`config.mk`:
```
export PLATFORM = sky130hd
export DESIGN_NAME = can_cmd_parser
export DESIGN_NICKNAME = d
export VERILOG_FILES = /design/src/can_cmd_note_unused.sv /design/src/can_cmd_pkg.sv /design/src/can_cmd_parser.sv
export SDC_FILE = /design/constraint.sdc
export NUM_CORES = 1
export LEC_CHECK = 0
export BUFFER_PORTS_ARGS = -buffer_cell sky130_fd_sc_hd__buf_4
export CELL_PAD_IN_SITES_DETAIL_PLACEMENT = 0
export CELL_PAD_IN_SITES_GLOBAL_PLACEMENT = 1
export CORE_AREA = 2 2 214 216
export DETAILED_ROUTE_END_ITERATION = 7
export DIE_AREA = 0 0 216 218
export PLACE_DENSITY_LB_ADDON = 0.1
export SLEW_MARGIN = 20
export SYNTH_ARGS = -nofsm -noshare
export SYNTH_HDL_FRONTEND = slang
export SYNTH_SLANG_ARGS = --single-unit
```
`constraint.sdc`:
```
create_clock -name clk_sys -period 6.1 [get_ports clk_sys]
set_input_delay 0.305 -clock clk_sys [delete_from_list [all_inputs] [get_ports clk_sys]]
set_output_delay 0.305 -clock clk_sys [all_outputs]
set_load 0.1 [all_outputs]
```
`src/can_cmd_note_unused.sv`:
```
// Shared time unit for the interpreter sources; this file holds no logic.
`timescale 1ns/100ps

```
`src/can_cmd_pkg.sv`:
```
// Constants, encodings and state layout of the serial command interpreter.
`default_nettype none
package can_cmd_pkg;
	// ----------------------------------------------------------------
	// Characters
	// ----------------------------------------------------------------
	localparam logic [7:0] CH_BELL        = 8'h07;
	localparam logic [7:0] CH_CR          = 8'h0d;
	localparam logic [7:0] CH_HELP_QM     = 8'h3f;
	localparam logic [7:0] CH_HELP_UP     = 8'h48;
	localparam logic [7:0] CH_HELP_LO     = 8'h68;
	localparam logic [7:0] CH_BAUD        = 8'h55;
	localparam logic [7:0] CH_RATE_PRESET = 8'h53;
	localparam logic [7:0] CH_RATE_CUSTOM = 8'h73;
	localparam logic [7:0] CH_MASK        = 8'h6d;
	localparam logic [7:0] CH_FILTER      = 8'h4d;
	localparam logic [7:0] CH_DIG_0       = 8'h30;
	localparam logic [7:0] CH_DIG_9       = 8'h39;
	localparam logic [7:0] CH_UP_A        = 8'h41;
	localparam logic [7:0] CH_UP_F        = 8'h46;
	localparam logic [7:0] CH_LO_A        = 8'h61;
	localparam logic [7:0] CH_LO_F        = 8'h66;
	localparam logic [3:0] HEX_TEN        = 4'ha;

	// ----------------------------------------------------------------
	// Parameter limits and reset values
	// ----------------------------------------------------------------
	localparam logic [3:0]  SEL_MAX          = 4'h8;
	localparam logic [3:0]  BAUD_DEFAULT     = 4'h2;
	localparam logic [3:0]  CAN_RATE_DEFAULT = 4'h8;
	localparam logic [3:0]  DIGITS_NONE      = 4'h0;
	localparam logic [3:0]  DIGITS_SEL       = 4'h1;
	localparam logic [3:0]  DIGITS_STD       = 4'h3;
	localparam logic [3:0]  DIGITS_CUSTOM    = 4'h6;
	localparam logic [3:0]  DIGITS_EXT       = 4'h8;
	localparam logic [3:0]  DIGITS_LIMIT     = 4'h9;
	localparam logic [31:0] STD_ID_MAX       = 32'h000007ff;
	localparam logic [31:0] EXT_ID_MAX       = 32'h1fffffff;
	localparam logic [10:0] MASK_STD_DEFAULT = 11'h000;
	localparam logic [28:0] MASK_EXT_DEFAULT = 29'h00000000;
	localparam logic [10:0] FILT_STD_DEFAULT = 11'h7ff;
	localparam logic [28:0] FILT_EXT_DEFAULT = 29'h1fffffff;
	localparam int          CAN_CTRL_CLK_HZ  = 24_000_000;

	// ----------------------------------------------------------------
	// Timing
	// ----------------------------------------------------------------
	localparam int CLK_PERIOD_NS    = 5;
	localparam int FLASH_MS         = 200;
	localparam int FLASH_CYCLES_DEF = FLASH_MS * 1_000_000 / CLK_PERIOD_NS;

	// ----------------------------------------------------------------
	// Help text and buffer
	// ----------------------------------------------------------------
	localparam int             HELP_LEN  = 20;
	localparam logic [159:0]   HELP_TEXT = "OCtTFVNZSsmMBLERUH?h";
	localparam logic [4:0]     HELP_END  = 5'h14;
	localparam int             FIFO_W    = 8;
	localparam int             FIFO_D    = 32;

	typedef enum logic [2:0] {
		ST_BOOT  = 3'b000,
		ST_CMD   = 3'b001,
		ST_PARAM = 3'b010,
		ST_EXEC  = 3'b011,
		ST_RESP  = 3'b100,
		ST_HELP  = 3'b101
	} st_t;

	typedef struct packed {
		st_t         st;
		logic [7:0]  cmd;
		logic [3:0]  ndig;
		logic [31:0] val;
		logic        bad;
		logic [7:0]  resp;
		logic [4:0]  help_idx;
		logic [3:0]  baud_sel;
		logic        nv_wr;
		logic [3:0]  rate_sel;
		logic        custom;
		logic [7:0]  btc1;
		logic [7:0]  btc2;
		logic [7:0]  btc3;
		logic [10:0] mask_std;
		logic [10:0] filt_std;
		logic [28:0] mask_ext;
		logic [28:0] filt_ext;
		logic        reconfig;
		logic        reopen;
		logic        fwd;
		logic [3:0]  flash_left;
		logic        flash_on;
		logic [25:0] flash_tmr;
	} ctl_t;
endpackage
`default_nettype wire

```
`src/can_cmd_parser.sv`:
```
// Response byte FIFO and the ASCII configuration command interpreter.
`timescale 1ns/100ps
`default_nettype none

// ----------------------------------------------------------------
// Response FIFO
// ----------------------------------------------------------------
module byte_fifo #(
	parameter int WIDTH = 8,
	parameter int DEPTH = 32
) (
	input  wire logic             clk_sys,
	input  wire logic             resetn,
	input  wire logic [WIDTH-1:0] in_data,
	input  wire logic             in_valid,
	output logic                  in_ready,
	output logic      [WIDTH-1:0] out_data,
	output logic                  out_valid,
	input  wire logic             out_ready
);
	localparam int AW = $clog2(DEPTH);
	typedef struct packed {
		logic [DEPTH-1:0][WIDTH-1:0] mem;
		logic [AW-1:0]               wp;
		logic [AW-1:0]               rp;
		logic [AW:0]                 cnt;
	} fifo_t;
	fifo_t f_reg;
	fifo_t f_next;
	logic  push;
	logic  pop;

	assign in_ready  = f_reg.cnt != (AW+1)'(DEPTH);
	assign out_valid = f_reg.cnt != '0;
	assign out_data  = f_reg.mem[f_reg.rp];
	assign push      = in_valid && in_ready;
	assign pop       = out_valid && out_ready;

	always_comb begin
		f_next = f_reg;
		if (push) begin
			f_next.mem[f_reg.wp] = in_data;
			f_next.wp = f_reg.wp + 1'b1;
		end
		if (pop)
			f_next.rp = f_reg.rp + 1'b1;
		if (push && !pop)
			f_next.cnt = f_reg.cnt + 1'b1;
		else if (pop && !push)
			f_next.cnt = f_reg.cnt - 1'b1;
	end

	always_ff @(posedge clk_sys) begin
		if (!resetn)
			f_reg <= '0;
		else
			f_reg <= f_next;
	end
endmodule // byte_fifo

// Function
// RULE1: Unknown command letter answers bell only.
// RULE2: Received characters are never echoed.
// RULE3: Baud defaults 57.6k; chosen rate stored nonvolatile.
// RULE4: Frames accepted always, forwarded immediately.
// RULE5: H, h or ? sends command list.
// RULE6: Baud selector 0..8, independent of CAN.
// RULE7: Error LED flashes baud selector plus one.
// RULE8: Preset CAN rate selector 0..8, default 8.
// RULE9: Custom rate loads three timing bytes.
// RULE10: Channel returns to prior state after reconfiguration.
// RULE11: Mask takes three or eight hex digits.
// RULE12: Mask zero bits ignored, ones compared.
// RULE13: Masks default to all zeros.
// RULE14: Filter defaults 0x7FF and 0x1FFFFFFF.
// RULE15: Only matching frames forwarded, others dropped.
// RULE16: Host sends mask before filter.
// RULE17: Success answers CR, failure answers bell.
// RULE18: Bad parameters answer bell, settings unchanged.
// RULE19: Letters case sensitive, hex digits either case.
module can_cmd_parser
	import can_cmd_pkg::*;
#(
	parameter int FLASH_CYCLES = FLASH_CYCLES_DEF
) (
	input  wire logic        clk_sys,
	input  wire logic        resetn,
	input  wire logic [7:0]  rx_data,
	input  wire logic        rx_valid,
	output logic             rx_ready,
	output logic      [7:0]  tx_data,
	output logic             tx_valid,
	input  wire logic        tx_ready,
	input  wire logic [3:0]  nv_baud_sel,
	output logic             nv_baud_wr,
	output logic      [3:0]  baud_sel,
	output logic      [3:0]  can_rate_sel,
	output logic             rate_custom,
	output logic      [7:0]  bit_timing_cfg_first,
	output logic      [7:0]  bit_timing_cfg_second,
	output logic      [7:0]  bit_timing_cfg_third,
	input  wire logic        chan_open,
	output logic             chan_reconfig,
	output logic             chan_reopen,
	input  wire logic        soft_reset_req,
	input  wire logic        frame_valid,
	input  wire logic        frame_ext,
	input  wire logic [28:0] frame_id,
	output logic             frame_fwd,
	output logic             led_err_n
);
	localparam logic [25:0] FLASH_LAST = 26'(FLASH_CYCLES - 1);

	ctl_t       s_reg;
	ctl_t       s_next;
	logic       push_valid;
	logic       push_ready;
	logic [7:0] push_data;
	logic [4:0] hexd;
	logic       rx_take;
	logic       ok;

	// ----------------------------------------------------------------
	// Helpers
	// ----------------------------------------------------------------
	// Hex digits decode in either case; result bit 4 flags a valid digit.
	function automatic logic [4:0] hex_val(input logic [7:0] c);
		if (c >= CH_DIG_0 && c <= CH_DIG_9)
			return {1'b1, 4'(c - CH_DIG_0)};
		else if (c >= CH_UP_A && c <= CH_UP_F)
			return {1'b1, 4'(c - CH_UP_A) + HEX_TEN};
		else if (c >= CH_LO_A && c <= CH_LO_F)
			return {1'b1, 4'(c - CH_LO_A) + HEX_TEN};
		else
			return 5'h00;
	endfunction

	function automatic logic id_match(input logic [28:0] id, input logic [28:0] filt,
			input logic [28:0] mask);
		return ((id ^ filt) & mask) == 29'h00000000; // [RULE12]
	endfunction

	function automatic logic cmd_known(input logic [7:0] c);
		return c == CH_HELP_UP || c == CH_HELP_LO || c == CH_HELP_QM || c == CH_BAUD ||
			c == CH_RATE_PRESET || c == CH_RATE_CUSTOM || c == CH_MASK || c == CH_FILTER;
	endfunction

	assign rx_ready   = s_reg.st == ST_CMD || s_reg.st == ST_PARAM;
	assign rx_take    = rx_valid && rx_ready;
	assign hexd       = hex_val(rx_data);
	// Only the two answering states feed the FIFO, so input never leaks out.
	assign push_valid = s_reg.st == ST_RESP || s_reg.st == ST_HELP; // [RULE2]
	assign push_data  = (s_reg.st == ST_HELP && s_reg.help_idx != HELP_END) ?
		HELP_TEXT[8*(HELP_LEN-1-int'(s_reg.help_idx)) +: 8] : s_reg.resp;

	// ----------------------------------------------------------------
	// Next state
	// ----------------------------------------------------------------
	always_comb begin
		s_next          = s_reg;
		s_next.nv_wr    = 1'b0;
		s_next.reconfig = 1'b0;
		s_next.reopen   = 1'b0;
		ok              = 1'b0;
		// Forwarding runs in every state, independent of the parser.
		s_next.fwd = frame_valid && (frame_ext ? // [RULE4]
			id_match(frame_id, s_reg.filt_ext, s_reg.mask_ext) :
			id_match({18'h00000, frame_id[10:0]}, {18'h00000, s_reg.filt_std},
				{18'h00000, s_reg.mask_std})); // [RULE15]
		case (s_reg.st)
			ST_BOOT: begin
				// The stored selector is caught after the release of reset.
				s_next.baud_sel   = (nv_baud_sel <= SEL_MAX) ? nv_baud_sel : BAUD_DEFAULT; // [RULE3]
				s_next.flash_left = 4'((nv_baud_sel <= SEL_MAX ? nv_baud_sel : BAUD_DEFAULT) + 1'b1); // [RULE7]
				s_next.st         = ST_CMD;
			end
			ST_CMD: begin
				if (rx_take) begin
					s_next.cmd  = rx_data; // [RULE19]
					s_next.ndig = DIGITS_NONE;
					s_next.val  = '0;
					s_next.bad  = 1'b0;
					s_next.st   = (rx_data == CH_CR) ? ST_EXEC : ST_PARAM;
				end
			end
			ST_PARAM: begin
				if (rx_take) begin
					if (rx_data == CH_CR)
						s_next.st = ST_EXEC;
					else if (!hexd[4])
						s_next.bad = 1'b1; // [RULE18]
					else begin
						s_next.val = {s_reg.val[27:0], hexd[3:0]};
						if (s_reg.ndig != DIGITS_LIMIT)
							s_next.ndig = s_reg.ndig + 1'b1;
					end
				end
			end
			ST_EXEC: begin
				// Settings change only when the whole line is valid.
				if (!s_reg.bad) begin // [RULE18]
					case (s_reg.cmd)
						CH_HELP_UP, CH_HELP_LO, CH_HELP_QM: begin
							ok = s_reg.ndig == DIGITS_NONE; // [RULE5]
						end
						CH_BAUD: begin
							if (s_reg.ndig == DIGITS_SEL && s_reg.val[3:0] <= SEL_MAX) begin
								ok              = 1'b1;
								s_next.baud_sel = s_reg.val[3:0]; // [RULE6]
								s_next.nv_wr    = 1'b1; // [RULE3]
							end
						end
						CH_RATE_PRESET: begin
							if (s_reg.ndig == DIGITS_SEL && s_reg.val[3:0] <= SEL_MAX) begin
								ok              = 1'b1;
								s_next.rate_sel = s_reg.val[3:0]; // [RULE8]
								s_next.custom   = 1'b0;
							end
						end
						CH_RATE_CUSTOM: begin
							if (s_reg.ndig == DIGITS_CUSTOM) begin
								ok            = 1'b1;
								s_next.btc1   = s_reg.val[23:16]; // [RULE9]
								s_next.btc2   = s_reg.val[15:8];
								s_next.btc3   = s_reg.val[7:0];
								s_next.custom = 1'b1;
							end
						end
						CH_MASK, CH_FILTER: begin
							// Digit count picks the frame type.
							if (s_reg.ndig == DIGITS_STD && s_reg.val <= STD_ID_MAX) begin // [RULE11]
								ok = 1'b1;
								if (s_reg.cmd == CH_MASK)
									s_next.mask_std = s_reg.val[10:0];
								else
									s_next.filt_std = s_reg.val[10:0]; // [RULE14]
							end else if (s_reg.ndig == DIGITS_EXT && s_reg.val <= EXT_ID_MAX) begin
								ok = 1'b1;
								if (s_reg.cmd == CH_MASK)
									s_next.mask_ext = s_reg.val[28:0];
								else
									s_next.filt_ext = s_reg.val[28:0];
							end
						end
						default: ok = 1'b0; // [RULE1]
					endcase
				end
				if (ok && s_reg.cmd != CH_BAUD && !cmd_known(s_reg.cmd) == 1'b0 &&
						s_reg.cmd != CH_HELP_UP && s_reg.cmd != CH_HELP_LO &&
						s_reg.cmd != CH_HELP_QM) begin
					s_next.reconfig = 1'b1; // [RULE10]
					s_next.reopen   = chan_open;
				end
				s_next.resp     = ok ? CH_CR : CH_BELL; // [RULE17]
				s_next.help_idx = 5'h00;
				s_next.st       = (ok && s_reg.ndig == DIGITS_NONE && s_reg.cmd != CH_CR &&
					cmd_known(s_reg.cmd) && s_reg.cmd != CH_BAUD) ? ST_HELP : ST_RESP;
			end
			ST_RESP: begin
				if (push_ready)
					s_next.st = ST_CMD;
			end
			ST_HELP: begin
				if (push_ready) begin
					if (s_reg.help_idx == HELP_END)
						s_next.st = ST_CMD;
					else
						s_next.help_idx = s_reg.help_idx + 1'b1;
				end
			end
			default: s_next.st = ST_CMD;
		endcase
		// Flash code: one on period plus one off period per count.
		if (soft_reset_req)
			s_next.flash_left = 4'(s_reg.baud_sel + 1'b1); // [RULE7]
		if (s_reg.flash_left != 4'h0 && s_reg.st != ST_BOOT && !soft_reset_req) begin
			if (s_reg.flash_tmr == FLASH_LAST) begin
				s_next.flash_tmr = '0;
				s_next.flash_on  = !s_reg.flash_on;
				if (s_reg.flash_on)
					s_next.flash_left = s_reg.flash_left - 1'b1;
			end else
				s_next.flash_tmr = s_reg.flash_tmr + 1'b1;
		end
		if (soft_reset_req) begin
			s_next.flash_tmr = '0;
			s_next.flash_on  = 1'b0;
		end
	end

	always_ff @(posedge clk_sys) begin
		if (!resetn) begin
			s_reg          <= '0;
			s_reg.st       <= ST_BOOT;
			s_reg.baud_sel <= BAUD_DEFAULT; // [RULE3]
			s_reg.rate_sel <= CAN_RATE_DEFAULT; // [RULE8]
			s_reg.mask_std <= MASK_STD_DEFAULT; // [RULE13]
			s_reg.mask_ext <= MASK_EXT_DEFAULT;
			s_reg.filt_std <= FILT_STD_DEFAULT; // [RULE14]
			s_reg.filt_ext <= FILT_EXT_DEFAULT;
		end else
			s_reg <= s_next;
	end

	// ----------------------------------------------------------------
	// Outputs and response buffer
	// ----------------------------------------------------------------
	assign nv_baud_wr            = s_reg.nv_wr;
	assign baud_sel              = s_reg.baud_sel;
	assign can_rate_sel          = s_reg.rate_sel;
	assign rate_custom           = s_reg.custom;
	assign bit_timing_cfg_first  = s_reg.btc1;
	assign bit_timing_cfg_second = s_reg.btc2;
	assign bit_timing_cfg_third  = s_reg.btc3;
	assign chan_reconfig         = s_reg.reconfig;
	assign chan_reopen           = s_reg.reopen;
	assign frame_fwd             = s_reg.fwd;
	assign led_err_n             = !s_reg.flash_on;

	// A full buffer stalls the answer, which in turn holds rx_ready low.
	byte_fifo #(.WIDTH(FIFO_W), .DEPTH(FIFO_D)) resp_fifo (
		.clk_sys   (clk_sys),
		.resetn    (resetn),
		.in_data   (push_data),
		.in_valid  (push_valid),
		.in_ready  (push_ready),
		.out_data  (tx_data),
		.out_valid (tx_valid),
		.out_ready (tx_ready)
	);

	// ----------------------------------------------------------------
	// Checks
	// ----------------------------------------------------------------
	bell_unknown_a: assert property (@(posedge clk_sys) disable iff (!resetn) // [RULE1]
		(s_reg.st == ST_EXEC && !cmd_known(s_reg.cmd)) |=>
		(s_reg.st == ST_RESP && s_reg.resp == CH_BELL && !s_reg.reconfig && !s_reg.nv_wr))
		else $error("unknown command not answered by bell");
	no_echo_a: assert property (@(posedge clk_sys) disable iff (!resetn) // [RULE2]
		rx_take |=> !push_valid)
		else $error("character pushed right after reception");
	nv_store_a: assert property (@(posedge clk_sys) disable iff (!resetn) // [RULE3]
		nv_baud_wr |-> ($past(s_reg.cmd) == CH_BAUD && baud_sel == $past(s_reg.val[3:0])))
		else $error("baud store without baud command");
	help_end_a: assert property (@(posedge clk_sys) disable iff (!resetn) // [RULE5]
		(s_reg.st == ST_HELP && s_reg.help_idx == HELP_END && push_ready) |=> s_reg.st == ST_CMD)
		else $error("help list not closed");
	flash_count_a: assert property (@(posedge clk_sys) disable iff (!resetn) // [RULE7]
		$rose(s_reg.flash_left != 4'h0) |-> s_reg.flash_left == 4'(s_reg.baud_sel + 1'b1))
		else $error("flash count differs from baud selector plus one");
	rate_change_a: assert property (@(posedge clk_sys) disable iff (!resetn) // [RULE8]
		$changed(can_rate_sel) |-> ($past(s_reg.st) == ST_EXEC && can_rate_sel <= SEL_MAX))
		else $error("CAN rate changed outside preset command");
	reopen_only_a: assert property (@(posedge clk_sys) disable iff (!resetn) // [RULE10]
		chan_reopen |-> (chan_reconfig && $past(chan_open)))
		else $error("reopen without prior open channel");
	filter_drop_a: assert property (@(posedge clk_sys) disable iff (!resetn) // [RULE15]
		(frame_valid && !frame_ext && ((frame_id[10:0] ^ s_reg.filt_std) & s_reg.mask_std) != 11'h000)
		|=> !frame_fwd)
		else $error("non matching standard frame forwarded");
	bad_param_a: assert property (@(posedge clk_sys) disable iff (!resetn) // [RULE18]
		(s_reg.st == ST_EXEC && s_reg.bad) |=> (s_reg.resp == CH_BELL && $stable(s_reg.mask_std)))
		else $error("bad parameter accepted");
endmodule // can_cmd_parser
`default_nettype wire

```
==> results of run 1 <==
## through the flow
step                      utilization [%]  worst slack [ns]
after floorplan                         -             2.989
final                               50.16             2.091
after detailed placement            46.23             2.096
after global placement              46.23             2.272
after CTS                           50.16             2.041
after global routing                50.16             1.939
## cell families after synthesis
kind of cell             Yosys count  share of synthesized area [%]
adder cells (fa/ha/maj)           28                          1.785
XOR/XNOR                          83                          3.651
other                              1                        0.01883
AND/OR/NAND/NOR                  769                          18.28
multiplexers                     148                          11.89
AO/OA/AOI/OAI                    485                          14.87
buffers and inverters            215                          4.870
flip-flops                       444                          44.64
## repair_timing
item	4_1_cts	5_1_grt
resized for setup	0	0
hold buffers	10	0
endpoints found under the hold margin	10	0
## worst max-delay path, cell delays in order (launching register included)
cell     delay (ns)
dfxtp_2        0.76
buf_4          0.67
mux4_2         0.58
mux4_2         0.49
mux2_2         0.32
buf_4          0.24
## layout make-up
cell class	count	share of cell area, %
repair buffers	130	4.462
well taps	600	3.334
inverters	27	0.4723
multi-input cells	1514	44.85
flip-flops and latches	444	39.49
clock inverters	20	1.000
clock buffers	70	6.384
## worst paths after layout
path,from,end,cells past startpoint
min reg2reg,resp_fifo.f_reg[110]$_SDFFE_PN0P_,resp_fifo.f_reg[110]$_SDFFE_PN0P_,2
max,resp_fifo.f_reg[7]$_SDFFE_PN0P_,tx_data[0],5
min,frame_ext,frame_fwd$_SDFF_PN0_,4
max reg2reg,s_reg[208]$_SDFFE_PN0P_,resp_fifo.f_reg[5]$_SDFFE_PN0P_,10
## power by group
part / internal (W) / leakage, nW / switching [W]
combinational: 0.000300 / 3.59 / 0.000467
clock: 0.00181 / 0.826 / 0.00123
sequential: 0.00294 / 3.58 / 0.000119
total: 0.00505 / 8.00 / 0.00182
## cell usage after synthesis, types with 39 or more instances
library cell	n	share of area, %
xor2_1	66	2.9
a21oi_1	120	3.0
a211oi_1	43	1.6
mux2i_1	70	3.5
o21ai_0	175	4.4
nand2_1	208	3.9
nor2_1	204	3.8
nand3_1	201	5.1
clkbuf_1	124	2.3
a31oi_1	39	1.2
mux4_2	70	7.9
dfxtp_1	444	45
## layer usage
layer,vias to the layer above,GRT usage (%),wire [um]
li1,7822,-,-
met1,7752,32.34,25940
met2,391,36.39,24580
met3,82,3.431,2644
met4,0,6.210,1130
met5,-,0,0
==> run_results.csv, run 1 <==
group,metric,value,unit
clock_network,cts_sinks,444,
cells_and_area,stdcell_area,0.02252,mm^2
setup_path,critPathMaxFanout,39,
setup_path,crit_type,"reg -> out",
routing,dr.first_iter.drc_count,1155,
cells_and_area,drive_gt1_share,14.20,%
cells_and_area,multiInputGateArea,0.01010,mm^2
setup_path,worstPathRequired,5.79,ns
placement,dp_hpwl,35770,um
pwr,finalPower,0.006867,W
hold_path,hold_path_class,"in -> reg",
sta,slew-limit-headroom,26.26,%
sta,min_period,4.009,ns
clock_network,clock_latency,0.60,ns
synth,async_reset_ff_share,0,%
routing,wire_per_inst,19.36,um
sta,fin_worst_skew,0.02802,ns
global_routing,grt_first_pass_wirelength,86170,um
floorplanning,die_x,216,um
cells_and_area,final_nets,2243,
synth,yosys_register_bits,444,
global_routing,overflow,0,
floorplanning,die_h,218,um
placement,io_buffer_count,95,
clock_network,htreeDepth,2,
pwr,ir_drop,0.0002258,V
cells_and_area,layout_commonest_cell,"dfxtp_1",
cells_and_area,ff_latch_area,0.008894,mm^2
synth,ys_seq_area_share,44.64,%
synth,ys_types,79,
cells_and_area,largest_reg_flops,240,
global_routing,grt_pass1_vias,15190,
clock_network,cts_tree,"built",
sta,max_clock_freq,249.4,MHz
sta,drv_slew,0,
clock_network,cts_made_buffers,50,
outcome,status,"finished, final reports clean",
floorplanning,initial_core_util,44.35,%
cells_and_area,final_cell_mix,"442 x dfxtp_1, 208 x nand2_1, 204 x nor2_1",
setup_path,rrSetupSlack,2.44,ns
sta,tightest_slew,1.105,ns
global_routing,track_usage,22.83,%
placement,placed_area,0.02075,mm^2
global_routing,grt_max_degree,117,
sta,setup_viol,0,
floorplanning,boundaryPins,97,
routing,final_antenna_net_count,0,
synth,synth_edf_count,0,
placement,dp_cells,2705,
routing,vias,16050,
flow_run,drv_cap,0,
sta,rsz0062_at_grt,"false",
floorplanning,rows,78,
cells_and_area,fin_cells,2805,
cells_and_area,syn2layout_area_growth,13.10,%
synth,syn_nets,2249,
cells_and_area,nFillCells,4227,
floorplanning,core_area,0.04489,mm^2
clock_network,cts_root_buf,"clkbuf_16",
placement,globalplace.congestion,0.7870,
clock_network,cts_buffer_depth,3,
synth,syn_inst,2173,
sta,totalNegativeSetupSlack,0,ns
synth,syn_area_per_cell,9.163,um^2
pwr,power_density,304.9,mW/mm^2
setup_path,cp-start-kind,"flop",
routing,vias_per_cell,5.721,
synth,netlist_area,0.01991,mm^2
setup_path,arrival,3.70,ns
routing,wl,54300,um
routing,drc,0,
sta,whs,0.09130,ns
routing,drt_pass1_iterations,5,
synth,yosys_warnings,0,
sta,final_hold_viol_count,0,
synth,synth-main-ff-cell,"dfxtp_1",
pwr,p_leak,7.997,nW
clock_network,clk_pin_slew,0.06,ns
sta,timing.final.crit_share,65.72,%
setup_path,setup.worst_path.end_class,"output pin",
global_routing,antenna_found_initial,0,
cells_and_area,antenna_cells,0,
floorplanning,dieArea,0.04709,mm^2
clock_network,cts_setup_buffers,0,
No activity file was read; power rests on OpenSTA's default activity.
==> run 2: changes to the inputs <==
- CORE_AREA: 2 2 214 216 -> 2 2 219 221
- DIE_AREA: 0 0 216 218 -> 0 0 221 223
- clock period: 6.1 -> 3.25 ns (I/O delays scaled with it)
==> run 2 against run 1 <==
  * Final area grew 1.3%
  * First-iteration DRC count shrank 4.8%
  * Worst setup slack lost 2.0 ns
  * Routed wire length grew 1.7%
  * Clock skew shrank 0.015 ns
  * Final cell count grew 1.6%
  * Sequential share of layout area shrank 0.53 points
  * Register-to-register slack lost 2.3 ns
  * Count of clock-buffer cells in the layout shrank 2
  * Critical endpoint is now tx_data[6]
  * Highest routed layer unchanged
==> run_results.csv, run 2 (same netlist as run 1, synthesis figures left out) <==
group,metric,value,unit
outcome,status,"finished, final reports clean",
clock_network,cts_sinks,444,
cells_and_area,final_cell_mix,"442 x dfxtp_1, 208 x nand2_1, 204 x nor2_1",
floorplanning,boundaryPins,97,
floorplanning,dieArea,0.04928,mm^2
global_routing,grt_max_degree,140,
clock_network,clk_pin_slew,0.06,ns
setup_path,crit_type,"reg -> out",
setup_path,cp-start-kind,"flop",
floorplanning,rows,80,
setup_path,arrival,2.95,ns
floorplanning,core_area,0.04715,mm^2
sta,slew-limit-headroom,37.71,%
setup_path,reg2reg_to,"resp_fifo.f_reg[5]$_SDFFE_PN0P_",
sta,final_hold_viol_count,0,
setup_path,setup.worst_path.end_class,"output pin",
sta,fin_worst_skew,0.01303,ns
routing,final_antenna_net_count,0,
sta,tightest_slew,0.9323,ns
pwr,power_density,560.7,mW/mm^2
floorplanning,die_x,221,um
sta,rsz0062_at_grt,"false",
placement,dp_hpwl,36690,um
floorplanning,die_h,223,um
cells_and_area,layout_commonest_cell,"dfxtp_1",
routing,drc,0,
hold_path,hold_path_class,"in -> reg",
routing,wl,55200,um
sta,max_clock_freq,321.2,MHz
sta,timing.final.crit_share,95.80,%
cells_and_area,drive_gt1_share,15.00,%
cells_and_area,fin_cells,2849,
global_routing,antenna_found_initial,0,
pwr,ir_drop,0.0005975,V
hold_path,whs_endpoint,"resp_fifo.f_reg[7]$_SDFFE_PN0P_",
setup_path,critPathMaxFanout,16,
global_routing,grt_first_pass_wirelength,87560,um
hold_path,min_from,"tx_ready",
global_routing,track_usage,21.95,%
hold_path,hold_depth,4,
setup_path,timing.rr.start,"resp_fifo.f_reg[1]$_SDFFE_PN0P_",
routing,vias,16100,
routing,wire_per_inst,19.38,um
clock_network,cts_buffer_depth,3,
placement,dp_cells,2744,
sta,min_period,3.113,ns
setup_path,reg2reg_depth,10,
clock_network,htreeDepth,2,
pwr,finalPower,0.01280,W
routing,vias_per_cell,5.649,
cells_and_area,antenna_cells,0,
pwr,p_leak,8.162,nW
setup_path,worstPathRequired,3.09,ns
sta,totalNegativeSetupSlack,0,ns
setup_path,rrSetupSlack,0.15,ns
sta,drv_slew,0,
clock_network,cts_made_buffers,49,
flow_run,drv_cap,0,
clock_network,cts_tree,"built",
clock_network,clock_latency,0.60,ns
cells_and_area,syn2layout_area_growth,14.62,%
cells_and_area,final_nets,2277,
floorplanning,initial_core_util,42.23,%
cells_and_area,largest_reg_flops,240,
placement,io_buffer_count,95,
routing,dr.first_iter.drc_count,1100,
sta,setup_viol,0,
routing,drt_pass1_iterations,5,
global_routing,overflow,0,
global_routing,grt_pass1_vias,15600,
clock_network,cts_root_buf,"clkbuf_16",
placement,globalplace.congestion,0.7830,
## run 2: cell types whose count changed in the layout (fill, tap and decap cells not counted), moves of 4 or more
cell | previous run | this run
clkbuf_8 | 9 | 15
dlygate4sd3_1 | 10 | 21
clkbuf_1 | 10 | 4
buf_4 | 119 | 137
clkinv_2 | 13 | 9
buf_12 | 0 | 6
## run 2: worst max path at each step
stage	from	to	slack, ns	cells after the start
after global placement	resp_fifo.f_reg[1]$_SDFFE_PN0P_	resp_fifo.f_reg[5]$_SDFFE_PN0P_	0.25	11
final	resp_fifo.f_reg[6]$_SDFFE_PN0P_	tx_data[6]	0.14	5
after floorplan	resp_fifo.f_reg[0]$_SDFFE_PN0P_	resp_fifo.f_reg[5]$_SDFFE_PN0P_	0.14	12
after CTS	resp_fifo.f_reg[6]$_SDFFE_PN0P_	tx_data[6]	0.10	5
after detailed placement	resp_fifo.f_reg[1]$_SDFFE_PN0P_	resp_fifo.f_reg[5]$_SDFFE_PN0P_	0.20	11
after global routing	resp_fifo.f_reg[1]$_SDFFE_PN0P_	resp_fifo.f_reg[5]$_SDFFE_PN0P_	0.006	10
## run 2: routing by layer
| metal | GRT usage, % | wire, um | vias up |
|---|---|---|---|
| li1 | - | - | 7876 |
| met1 | 30.12 | 25650 | 7823 |
| met2 | 36.05 | 26060 | 315 |
| met3 | 3.069 | 2257 | 81 |
| met4 | 6.430 | 1235 | 0 |
| met5 | 0 | 0 | - |
## run 2: where the power goes
part	internal, W	switching, W	total [W]
clock network	0.00318	0.00231	0.00549
logic	0.000663	0.00103	0.00169
registers	0.00552	0.0000949	0.00561
total	0.00936	0.00343	0.0128
## run 2: final cells by class
type | instances | area (um^2)
clock buffers | 68 | 1448
clock inverters | 16 | 137.6
fillers | 4477 | 24320
inverters | 27 | 106.4
multi-input cells | 1514 | 10100
flip-flops and latches | 444 | 8894
well taps | 615 | 769.5
repair buffers | 165 | 1370
## run 2: per-stage QoR
stage	util [%]	cell area (um^2)	worst slack, ns	hold WS [ns]
2_1_floorplan	-	19910	0.1390	0.2786
3_3_place_gp	44.60	21030	0.2530	0.4011
3_5_place_dp	44.60	21030	0.1977	0.4059
4_1_cts	48.41	22820	0.1022	0.01044
5_1_grt	48.41	22820	0.006366	0.06475
6_report	48.41	22820	0.1365	0.03394
## run 2: worst max-delay path, cell delays in order (launching register included)
cell	delay [ns]
dfxtp_4	0.38
buf_4	0.32
mux4_2	0.58
mux4_2	0.51
mux2_2	0.30
buf_4	0.24
## run 2: what timing repair did
item                                    in CTS  in global routing
resized for setup                            0                  0
hold buffers                                21                  0
endpoints found under the hold margin       44                  0
endpoints found under the setup margin       0                  0
setup buffers                                0                  0
==> run 3: changes to the inputs <==
- CELL_PAD_IN_SITES_DETAIL_PLACEMENT: 0 -> 1
- CORE_AREA: 2 2 219 221 -> 2 2 214 216
- DIE_AREA: 0 0 221 223 -> 0 0 216 218
- clock period: 3.25 -> 3 ns (I/O delays scaled with it)
==> run 3 against run 2 <==
  * Routed wire length rose by 11%
  * Sequential power rose by 8.7%
  * Final area rose by 1.6%
  * Final cell count rose by 0.28%
  * Count of clock-buffer cells in the layout rose by 12
  * First-iteration DRC count fell by 4.5%
  * Worst hold slack improved by 0.085 ns
  * Sequential share of layout area fell by 0.60 points
  * Power rose by 12%
  * Sequential cell count did not move
  * Die area fell by 4.5%
  * Critical path type unchanged
  * Largest cell class unchanged
==> run_results.csv, run 3 (same netlist as run 1, synthesis figures left out) <==
group,metric,value,unit
floorplanning,die_h,218,um
setup_path,path_cells,"buf_4 > buf_16 > mux4_2 > mux4_2 > mux2_2 > buf_6",
routing,drc,0,
setup_path,cp-start-kind,"flop",
floorplanning,initial_core_util,44.35,%
placement,io_buffer_count,95,
routing,vias,16710,
sta,min_period,2.972,ns
setup_path,critPathMaxFanout,12,
floorplanning,boundaryPins,97,
global_routing,overflow,0,
cells_and_area,final_nets,2296,
clock_network,clock_latency,0.59,ns
hold_path,hold_path_class,"in -> reg",
cells_and_area,final_core_util,51.65,%
setup_path,setup.worst_path.end_class,"output pin",
placement,globalplace.congestion,0.7972,
cells_and_area,largest_reg_flops,240,
cells_and_area,final_cell_mix,"442 x dfxtp_1, 208 x nand2_1, 204 x nor2_1",
sta,rsz0062_at_grt,"true",
clock_network,cts_buffer_depth,3,
clock_network,clk_pin_slew,0.06,ns
routing,final_antenna_net_count,0,
clock_network,htreeDepth,2,
global_routing,grt_first_pass_wirelength,97870,um
setup_path,crit_type,"reg -> out",
setup_path,worstPathRequired,2.85,ns
global_routing,grt_max_degree,100,
routing,dr.first_iter.drc_count,1051,
setup_path,slowest_stage,"mux4_2",
setup_path,rrSetupSlack,0.14,ns
sta,tightest_slew,0.9332,ns
global_routing,antenna_found_initial,0,
setup_path,slowest_delay,0.52,ns
sta,timing.final.crit_share,99.06,%
setup_path,cp_num_buf_inv,3,
cells_and_area,drive_gt1_share,15.73,%
sta,slew-limit-headroom,37.65,%
pwr,p_leak,8.321,nW
floorplanning,rows,78,
setup_path,critPathTopFamily,"multiplexers",
clock_network,cts_made_buffers,49,
sta,drv_slew,0,
cells_and_area,antenna_cells,0,
clock_network,cts_sinks,444,
outcome,status,"finished, final reports clean",
setup_path,arrival,2.82,ns
clock_network,cts_tree,"built",
flow_run,drv_cap,0,
routing,wire_per_inst,21.40,um
pwr,power_density,616.4,mW/mm^2
sta,final_hold_viol_count,0,
routing,vias_per_cell,5.850,
global_routing,track_usage,26.14,%
sta,max_clock_freq,336.5,MHz
floorplanning,dieArea,0.04709,mm^2
floorplanning,core_area,0.04489,mm^2
routing,wl,61130,um
sta,setup_viol,0,
pwr,ir_drop,0.0004187,V
placement,dp_hpwl,39780,um
cells_and_area,syn2layout_area_growth,16.46,%
global_routing,grt_pass1_vias,17560,
cells_and_area,layout_commonest_cell,"dfxtp_1",
clock_network,cts_root_buf,"clkbuf_16",
routing,drt_pass1_iterations,5,
floorplanning,die_x,216,um
pwr,finalPower,0.01429,W
setup_path,critical_path.most_common_cell,"mux4_2",
sta,fin_worst_skew,0.02366,ns
## run 3: cell count changes in the layout (fill, tap and decap cells not counted), sizes merged
cell	delta
clkinv	-7
clkbuf	+12
bufinv	+1
buf	+22
dlygate4sd3	-4
bufbuf	+1
inv	-2
## run 3: cell type report
class / instances / area [um^2]
Clock inverter: 8 / 96.34
Fill cell: 5091 / 21700
Timing Repair Buffer: 184 / 1709
Sequential cell: 444 / 8896
Tap cell: 600 / 750.7
Clock buffer: 80 / 1485
Multi-Input combinational cell: 1514 / 10140
Inverter: 27 / 106.4
## run 3: worst paths after layout
path                            depth (start not counted)                                   end                                 start
worst min-delay path                                    5       resp_fifo.f_reg[7]$_SDFFE_PN0P_                              tx_ready
worst max register to register                         11       resp_fifo.f_reg[5]$_SDFFE_PN0P_       resp_fifo.f_reg[1]$_SDFFE_PN0P_
worst max-delay path                                    6                            tx_data[3]       resp_fifo.f_reg[6]$_SDFFE_PN0P_
worst min register to register                          2  bit_timing_cfg_third[0]$_SDFFE_PN0P_  bit_timing_cfg_third[0]$_SDFFE_PN0P_
## run 3: worst register-to-register path, stage by stage, from the launching register on
cell	delay [ns]
dfxtp_1	0.35
or4_4	0.56
o31a_1	0.29
inv_1	0.09
ha_2	0.24
inv_2	0.10
ha_1	0.28
a21o_1	0.21
a21oi_4	0.20
o21ai_0	0.14
o311ai_2	0.11
mux2i_1	0.20
## run 3: repair_timing
item                                    in CTS  in global routing
gates cloned                                 5                  0
setup buffers                                7                  1
pin swaps                                    0                  0
endpoints found under the setup margin       8                 10
hold buffers                                17                  0
hold endpoints to repair                    40                  0
gates resized for setup                     15                 16
## run 3: stage by stage
stage	cells	setup slack, ns	hold WS [ns]	cell area, um^2	TNS [ns]
floorplan	2173	0.003313	0.2661	19910	0
global placement	2740	0.1418	0.3990	21130	0
detailed placement	2740	-0.002885	0.3946	21130	-0.002885
CTS	2857	-0.02100	0.06560	23150	-0.04196
global route	2857	-0.006624	0.1240	23190	-0.01877
finish	2857	0.02822	0.1194	23190	0
## run 3: where the power goes
part,leakage (nW),internal [W],switching (W)
sequential,3.58,0.00598,0.000123
clock,0.771,0.00354,0.00245
combinational,3.97,0.000956,0.00125
total,8.32,0.0105,0.00382
## run 3: layer usage
layer	up-vias	part of all wire, %	global-route usage [%]
met5	-	0	0
met4	0	2.9	9.338
met3	118	3.9	4.045
met2	305	48	44.20
met1	8368	46	33.96
li1	7922	-	-
